### src/core_regs_pkg.sv
package core_regs_pkg;
	// register byte offsets on the bus
	localparam logic [7:0] OFS_WORKING = 8'h00;
	localparam logic [7:0] OFS_FLAGS = 8'h04;
	localparam logic [7:0] OFS_PC_LOW = 8'h08;
	localparam logic [7:0] OFS_PC_FULL = 8'h0C;
	localparam logic [7:0] OFS_TABLE_PTR = 8'h10;
	localparam logic [7:0] OFS_TABLE_HIGH = 8'h14;
	localparam logic [7:0] OFS_OPERAND = 8'h18;
	localparam logic [7:0] OFS_COMMAND = 8'h1C;
	localparam logic [7:0] OFS_IRQ_STATUS = 8'h20;
	localparam logic [7:0] OFS_IRQ_MASK = 8'h24;
	// flag register bit positions
	localparam int FLAG_CARRY = 0;
	localparam int FLAG_NIBBLE = 1;
	localparam int FLAG_ZERO = 2;
	localparam int FLAG_WRAP = 3;
	localparam int FLAG_SLEEP = 4;
	localparam int FLAG_WDOG = 5;
	localparam logic [5:0] FLAGS_RESET = 6'h00;
	// command register fields
	localparam int CMD_DEST_BIT = 4;
	// interrupt status bits
	localparam int IRQ_WDOG = 0;
	localparam int IRQ_JUMP = 1;
	localparam int IRQ_TABLE = 2;
	localparam int IRQ_W = 3;
	localparam int PC_W = 12;
	localparam logic [PC_W-1:0] PC_RESET = 12'h000;
	localparam logic [7:0] BYTE_RESET = 8'h00;
	typedef enum logic [3:0] {
		OP_ADD = 4'h0,
		OP_SUB = 4'h1,
		OP_AND = 4'h2,
		OP_OR = 4'h3,
		OP_XOR = 4'h4,
		OP_RLC = 4'h5,
		OP_RRC = 4'h6,
		OP_INC = 4'h7,
		OP_DEC = 4'h8,
		OP_LOAD = 4'h9,
		OP_STORE = 4'hA,
		OP_TABLE = 4'hB,
		OP_SLEEP = 4'hC,
		OP_WDOG_CLEAR = 4'hD,
		OP_NOP = 4'hE,
		OP_SPARE = 4'hF
	} alu_op_e;
	typedef enum logic [0:0] {
		ST_IDLE = 1'b0,
		ST_FETCH = 1'b1
	} seq_state_e;
endpackage : core_regs_pkg

### src/cpu_flags_and_core_registers.sv
// Our own choices: the Wishbone slave port and the register offsets.
`timescale 1ns/1ps
`default_nettype none
module cpu_flags_and_core_registers
	import core_regs_pkg::*;
(
	input wire logic ref_clk,
	input wire logic reset_n,
	input wire logic clk_en,
	input wire logic wb_cyc_i,
	input wire logic wb_stb_i,
	input wire logic wb_we_i,
	input wire logic [7:0] wb_adr_i,
	input wire logic [3:0] wb_sel_i,
	input wire logic [31:0] wb_dat_i,
	output logic [31:0] wb_dat_o,
	output logic wb_ack_o,
	input wire logic watchdog_timeout,
	input wire logic [15:0] program_word,
	output logic [core_regs_pkg::PC_W-1:0] program_counter,
	output logic [core_regs_pkg::PC_W-1:0] table_address,
	output logic table_fetch,
	output logic dummy_cycle,
	output logic irq
);
	import core_regs_pkg::*;

	logic [7:0] working_q, working_d;
	logic [7:0] operand_q, operand_d;
	logic [5:0] flag_q, flag_d;
	logic [PC_W-1:0] pc_q, pc_d;
	logic [7:0] table_pointer_q, table_pointer_d;
	logic [7:0] table_high_q, table_high_d;
	logic [IRQ_W-1:0] irq_stat_q, irq_stat_d;
	logic [IRQ_W-1:0] irq_mask_q, irq_mask_d;
	logic [31:0] rdata_q, rdata_d;
	logic ack_q, ack_d;
	logic dummy_q, dummy_d;
	logic fetch_q, fetch_d;
	logic irq_q, irq_d;
	logic [PC_W-1:0] taddr_q, taddr_d;
	logic cmd_dest_q, cmd_dest_d;
	seq_state_e state_q, state_d;
	logic [7:0] alu_result;
	logic [3:0] alu_flags, alu_update;
	logic [3:0] cmd_op;
	logic req, wr, wr_lane0;
	logic [IRQ_W-1:0] irq_events;

	assign req = wb_cyc_i && wb_stb_i && !ack_q && !dummy_q && state_q == ST_IDLE;
	assign wr = req && wb_we_i;
	assign wr_lane0 = wr && wb_sel_i[0];
	assign cmd_op = wb_dat_i[3:0];

	alu_core u_alu (
		.op(cmd_op),
		.acc(working_q),
		.mem(operand_q),
		.carry_in(flag_q[FLAG_CARRY]),
		.result(alu_result),
		.flags(alu_flags),
		.update(alu_update)
	);

	// datapath, flags, program counter and bus sequencing
	always_comb begin
		working_d = working_q;
		operand_d = operand_q;
		flag_d = flag_q;
		pc_d = pc_q;
		table_pointer_d = table_pointer_q;
		table_high_d = table_high_q;
		irq_mask_d = irq_mask_q;
		rdata_d = rdata_q;
		ack_d = 1'b0;
		dummy_d = 1'b0;
		fetch_d = 1'b0;
		taddr_d = taddr_q;
		cmd_dest_d = cmd_dest_q;
		state_d = state_q;
		irq_events = '0;
		unique case (state_q)
			ST_IDLE: begin
				if (req) begin
					ack_d = 1'b1;
					rdata_d = 32'h0000_0000;
					unique case (wb_adr_i)
						OFS_WORKING: rdata_d[7:0] = working_q;
						OFS_FLAGS: rdata_d[5:0] = flag_q;
						OFS_PC_LOW: rdata_d[7:0] = pc_q[7:0];
						OFS_PC_FULL: rdata_d[PC_W-1:0] = pc_q;
						OFS_TABLE_PTR: rdata_d[7:0] = table_pointer_q;
						OFS_TABLE_HIGH: rdata_d[7:0] = table_high_q;
						OFS_OPERAND: rdata_d[7:0] = operand_q;
						OFS_IRQ_STATUS: rdata_d[IRQ_W-1:0] = irq_stat_q;
						OFS_IRQ_MASK: rdata_d[IRQ_W-1:0] = irq_mask_q;
						default: rdata_d = 32'h0000_0000;
					endcase
				end
				if (wr_lane0) begin
					unique case (wb_adr_i)
						OFS_WORKING: working_d = wb_dat_i[7:0];
						// arithmetic flags only; bits 5 and 4 untouched
						OFS_FLAGS: flag_d[3:0] = wb_dat_i[3:0];
						OFS_PC_LOW: begin
							pc_d = {pc_q[PC_W-1:8], wb_dat_i[7:0]};
							dummy_d = 1'b1;
							irq_events[IRQ_JUMP] = 1'b1;
						end
						OFS_TABLE_PTR: table_pointer_d = wb_dat_i[7:0];
						OFS_OPERAND: operand_d = wb_dat_i[7:0];
						OFS_IRQ_MASK: irq_mask_d = wb_dat_i[IRQ_W-1:0];
						OFS_COMMAND: begin
							pc_d = pc_q + 12'h001;
							unique case (cmd_op)
								OP_STORE: operand_d = working_q;
								OP_SLEEP: begin
									flag_d[FLAG_SLEEP] = 1'b1;
									flag_d[FLAG_WDOG] = 1'b0;
								end
								OP_WDOG_CLEAR: begin
									flag_d[FLAG_SLEEP] = 1'b0;
									flag_d[FLAG_WDOG] = 1'b0;
								end
								OP_TABLE: begin
									ack_d = 1'b0;
									fetch_d = 1'b1;
									taddr_d = {pc_q[PC_W-1:8], table_pointer_q};
									cmd_dest_d = wb_dat_i[CMD_DEST_BIT];
									state_d = ST_FETCH;
								end
								OP_NOP, OP_SPARE: pc_d = pc_q + 12'h001;
								default: begin
									// operand destination only when named
									if (wb_dat_i[CMD_DEST_BIT])
										operand_d = alu_result;
									else
										working_d = alu_result;
									for (int i = 0; i < 4; i++) begin
										if (alu_update[i])
											flag_d[i] = alu_flags[i];
									end
								end
							endcase
						end
						default: working_d = working_q;
					endcase
				end
			end
			ST_FETCH: begin
				// program word is taken in the cycle the fetch strobe is high
				table_high_d = program_word[15:8];
				if (cmd_dest_q)
					operand_d = program_word[7:0];
				else
					working_d = program_word[7:0];
				irq_events[IRQ_TABLE] = 1'b1;
				ack_d = 1'b1;
				state_d = ST_IDLE;
			end
		endcase
		// timeout set wins over any clear in the same cycle
		if (watchdog_timeout) begin
			flag_d[FLAG_WDOG] = 1'b1;
			irq_events[IRQ_WDOG] = 1'b1;
		end
	end

	// sticky interrupt status, write one to clear, set wins
	always_comb begin
		irq_stat_d = irq_stat_q;
		if (wr_lane0 && wb_adr_i == OFS_IRQ_STATUS)
			irq_stat_d = irq_stat_q & ~wb_dat_i[IRQ_W-1:0];
		irq_stat_d = irq_stat_d | irq_events;
		irq_d = |(irq_stat_d & irq_mask_d);
	end

	// state registers; no flag copy exists for calls or interrupts
	always_ff @(posedge ref_clk or negedge reset_n) begin
		if (!reset_n) begin
			working_q <= BYTE_RESET;
			operand_q <= BYTE_RESET;
			flag_q <= FLAGS_RESET;
			pc_q <= PC_RESET;
			table_pointer_q <= BYTE_RESET;
			table_high_q <= BYTE_RESET;
			irq_stat_q <= '0;
			irq_mask_q <= '0;
			rdata_q <= 32'h0000_0000;
			ack_q <= 1'b0;
			dummy_q <= 1'b0;
			fetch_q <= 1'b0;
			irq_q <= 1'b0;
			taddr_q <= PC_RESET;
			cmd_dest_q <= 1'b0;
			state_q <= ST_IDLE;
		end else if (clk_en) begin
			working_q <= working_d;
			operand_q <= operand_d;
			flag_q <= flag_d;
			pc_q <= pc_d;
			table_pointer_q <= table_pointer_d;
			table_high_q <= table_high_d;
			irq_stat_q <= irq_stat_d;
			irq_mask_q <= irq_mask_d;
			rdata_q <= rdata_d;
			ack_q <= ack_d;
			dummy_q <= dummy_d;
			fetch_q <= fetch_d;
			irq_q <= irq_d;
			taddr_q <= taddr_d;
			cmd_dest_q <= cmd_dest_d;
			state_q <= state_d;
		end
	end

	assign wb_dat_o = rdata_q;
	assign wb_ack_o = ack_q;
	assign program_counter = pc_q;
	assign table_address = taddr_q;
	assign table_fetch = fetch_q;
	assign dummy_cycle = dummy_q;
	assign irq = irq_q;
endmodule : cpu_flags_and_core_registers
`default_nettype wire

### src/alu_core.sv
`timescale 1ns/1ps
`default_nettype none
module alu_core
	import core_regs_pkg::*;
(
	input wire logic [3:0] op,
	input wire logic [7:0] acc,
	input wire logic [7:0] mem,
	input wire logic carry_in,
	output logic [7:0] result,
	output logic [3:0] flags,
	output logic [3:0] update
);
	logic [7:0] addend;
	logic cin;
	logic [8:0] sum;
	logic [4:0] low_sum;
	logic [7:0] low7_sum;

	// shared adder; subtract adds the inverted operand plus one
	always_comb begin
		addend = mem;
		cin = 1'b0;
		if (op == OP_SUB) begin
			addend = ~mem;
			cin = 1'b1;
		end else if (op == OP_INC) begin
			addend = 8'h01;
		end else if (op == OP_DEC) begin
			addend = 8'hFF;
		end
		sum = {1'b0, (op == OP_INC || op == OP_DEC) ? mem : acc} + {1'b0, addend} + {8'h00, cin};
		low_sum = {1'b0, acc[3:0]} + {1'b0, addend[3:0]} + {4'h0, cin};
		low7_sum = {1'b0, acc[6:0]} + {1'b0, addend[6:0]} + {7'h00, cin};
	end

	// result and flag candidates per operation
	always_comb begin
		result = acc;
		flags = 4'h0;
		update = 4'h0;
		unique case (op)
			OP_ADD, OP_SUB: begin
				result = sum[7:0];
				flags[FLAG_CARRY] = sum[8];
				flags[FLAG_NIBBLE] = low_sum[4];
				flags[FLAG_WRAP] = low7_sum[7] ^ sum[8];
				update = 4'hF;
			end
			OP_AND: begin
				result = acc & mem;
				update[FLAG_ZERO] = 1'b1;
			end
			OP_OR: begin
				result = acc | mem;
				update[FLAG_ZERO] = 1'b1;
			end
			OP_XOR: begin
				result = acc ^ mem;
				update[FLAG_ZERO] = 1'b1;
			end
			OP_RLC: begin
				result = {mem[6:0], carry_in};
				flags[FLAG_CARRY] = mem[7];
				update[FLAG_CARRY] = 1'b1;
			end
			OP_RRC: begin
				result = {carry_in, mem[7:1]};
				flags[FLAG_CARRY] = mem[0];
				update[FLAG_CARRY] = 1'b1;
			end
			OP_INC, OP_DEC: begin
				result = sum[7:0];
				update[FLAG_ZERO] = 1'b1;
			end
			OP_LOAD: result = mem;
			default: result = acc;
		endcase
		flags[FLAG_ZERO] = (result == 8'h00);
	end
endmodule : alu_core
`default_nettype wire

### config.mk
export PLATFORM = sky130hd
export DESIGN_NAME = cpu_flags_and_core_registers
export DESIGN_NICKNAME = d
export VERILOG_FILES = /design/src/core_regs_pkg.sv /design/src/cpu_flags_and_core_registers.sv /design/src/alu_core.sv
export SDC_FILE = /design/constraint.sdc
export NUM_CORES = 1
export LEC_CHECK = 0
export ABC_CLOCK_PERIOD_IN_PS = 3450
export BUFFER_PORTS_ARGS = -buffer_cell sky130_fd_sc_hd__buf_2
export CORE_UTILIZATION = 45
export DETAILED_ROUTE_END_ITERATION = 10
export GPL_TIMING_DRIVEN = 1
export PLACE_DENSITY = 0.67
export RECOVER_POWER = 100
export SYNTH_ARGS = -nofsm -noshare
export SYNTH_HDL_FRONTEND = slang
export SYNTH_SLANG_ARGS = --single-unit
### constraint.sdc
create_clock -name ref_clk -period 3.45 [get_ports ref_clk]
set_input_delay 0.1725 -clock ref_clk [delete_from_list [all_inputs] [get_ports ref_clk]]
set_output_delay 0.1725 -clock ref_clk [all_outputs]
set_load 0.005 [all_outputs]
==> results.md <==
- Status: finished, violations left
- Chip width: 120 um
- Largest area contributor in the netlist: dfrtp_1
- CP Launch Type: flip-flop
- Non-filler instance count after layout: 966
- Total setup buffers inserted after CTS: 0
- Worst EP required: 3680 ps
- Placed insts: 950
- Synth cell types: 72
- Area delta synth->final: 14.5%
- Worst slew margin: -0.417
- CP Class: reg2reg
- CTS root buf: clkbuf_16
- YS warnings: 0
- Seq cells post-synth: 85
- Total die area: 0.0145 mm2
- Gpl congestion: 0.936
- Gr ovfl total: 0
- Vias in the first global route: 5730
- # H-tree levels: 3
- Initial Util: 0.469
- Clock Latency Late Sink: 340 ps
- Worst VDD drop: 0.000388 V
- Number of synthesized flops with an enable pin: 0
- Hold-fix buffers at CTS: 0
- Final core occ: 0.537
- I/O pin cnt: 127
- Top-area cell type share of the netlist area: 0.337
- GR Util All Layers: 0.284
- DRC Markers: 0
- Antenna violations before repair: 0
- Worst reg2reg path endpoint: table_address[0]$_DFFE_PN0P_
- Diode count: 0
- Main flop type after synthesis: dfrtp_1
- Ys async rst share: 1.00
- Drt pass-1 iters: 5
- Core area: 0.0135 mm2
- Count of final setup violators: 0
- Leak Pwr: 3.40 nW
- Largest net degree at the start of global routing: 86
- Worst-Margin Slew: 2130 ps
- Worst-path clk slew: 70 ps
- CP Capture Type: flip-flop
- Port bufs: 79
- Top cells by area, synth: dfrtp_1, mux2_2, ha_1, nand2_1, o21ai_0
- FMAX: 0.306 GHz
- RSZ-0062 raised after global routing: false
- Final nets: 885
- Max Transition Viols Final: 86
- Total routed wirelength: 20100 um
- Worst-case reg-to-reg path depth: 7
- Hold WS: 56.1 ps
- Cells after synthesis: 696
- Final period util: 0.949
- FP Rows: 42
- Setup crit start: wb_ack_o$_DFFE_PN0P_
- Commonest non-fill, non-tap cell in the layout: dfrtp_1
- Via count: 6002
- Clk buf depth: 2
- Crit Reg-Reg Startpoint: wb_ack_o$_DFFE_PN0P_
- Layout cells sized above 1: 0.218
- Minimum clock period: 3270 ps
- HPWL after DPL: 15000 um
- TritonCTS Buffers: 9
- Pre-CTS setup slack: -16.9 ps
- Crit path max fanout: 13
- Setup crit end: table_address[0]$_DFFE_PN0P_
- MaxCap Viol Count: 1
- DR vias/cell: 6.21
- WP data arrival: 3500 ps
- Final Hold Vio Count: 0
- Post-route ant nets: 0
- Worst Setup Slack, final: 177 ps
- PwrDens: 349 mW/mm2
- 1st-iter DRT viols: 543
- Most frequent cells in the layout: dfrtp_1, nand2_1, buf_2
- Post-CTS Resized: 0
- Clock tree from TritonCTS: built
- Reg2Reg Setup Slack: 180 ps
- Average size of a mapped cell: 9.07 um2
- First-pass GRT wire length: 31700 um
- Die Ht: 120 um
- Failing checks: capacitance limit, slew limit
- Fill cell count: 1277
- Sequential cell area fraction in the yosys report: 0.337
- Clock Skew: 4.47 ps
- Routed len/inst: 20.8 um
- Worst hold path type: in2reg
- Mapped Area: 0.00631 mm2
- CTS sink cnt: 85
==> synthesized netlist by cell type (all sizes together), types with 4 or more instances <==
library cell,n
nor3,14
nor4,5
dfrtp,85
nand3,19
nand2b,10
o22ai,15
a22o,6
a221oi,9
mux2,48
a21o,8
o211ai,11
inv,30
mux2i,21
o22a,5
xnor2,7
nor2,47
buf,35
o21ai,54
a21oi,45
nand2,74
nand4,4
a32oi,5
nor2b,8
o31ai,7
and3,5
a31oi,8
clkbuf,22
a211oi,4
ha,31
a2bb2oi,5
==> layout make-up <==
type                    count  area, um2  area share
inverters                  31        116      0.0161
clock buffers              10        239      0.0331
clock inverters             6       93.8      0.0130
multi-input cells         542       3780       0.523
flip-flops and latches     85       2130       0.294
well taps                 176        220      0.0305
repair buffers            116        651      0.0900
==> stage by stage <==
step	setup TNS [ps]	power [mW]	instance area, um2
after floorplan	0	1.30	6390
after global placement	0	1.45	6980
after detailed placement	-31.5	1.45	6980
after CTS	0	2.53	7310
after global routing	0	2.61	7230
final	0	2.52	7230
==> kinds of logic after synthesis <==
| logic type | count (synthesis) | synth area share |
|---|---|---|
| buffers and inverters | 88 | 0.0698 |
| adder cells (fa/ha/maj) | 33 | 0.0678 |
| AO/OA/AOI/OAI | 203 | 0.215 |
| AND/OR/NAND/NOR | 204 | 0.166 |
| flip-flops | 85 | 0.337 |
| multiplexers | 72 | 0.130 |
| other | 1 | 0.000594 |
| XOR/XNOR | 10 | 0.0139 |
==> state kept, by name (all words and copies together) (netlist names), 3 cells and up <==
register / cells
program_counter: 12
table_address: 12
wb_dat_o: 12
operand_q: 8
table_high_q: 8
table_pointer_q: 8
working_q: 8
flag_q: 6
irq_mask_q: 3
irq_stat_q: 3
==> report_power, final <==
group / internal [mW] / switching, mW
clock network: 0.662 / 0.421
logic: 0.149 / 0.258
registers: 1.01 / 0.0180
==> worst min path at each step <==
stage	startpoint	to	slack [ps]	cells past startpoint
detailed placement	program_word[12]	table_high_q[4]$_DFFE_PN0P_	410	2
global route	program_word[14]	table_high_q[6]$_DFFE_PN0P_	50	2
global placement	program_word[14]	table_high_q[6]$_DFFE_PN0P_	410	2
floorplan	reset_n	cmd_dest_q$_DFFE_PN0P_	-120	0
CTS	program_word[12]	table_high_q[4]$_DFFE_PN0P_	50	2
finish	program_word[14]	table_high_q[6]$_DFFE_PN0P_	60	2
==> layer usage <==
layer,vias up,GRT usage,part of all wire
li1,2694,-,-
met1,2895,0.402,0.43
met2,362,0.439,0.45
met3,51,0.0514,0.092
met4,0,0.0926,0.027
met5,-,0,0
==> critical path, stage by stage (launching register included) <==
cell and delay [ps]:
dfrtp_1 390, or2_2 320, nor4_1 910, and2_0 460
nand2_1 260, nor3_4 190, buf_4 260, mux2_2 360
No activity file was read; power rests on OpenSTA's default activity.
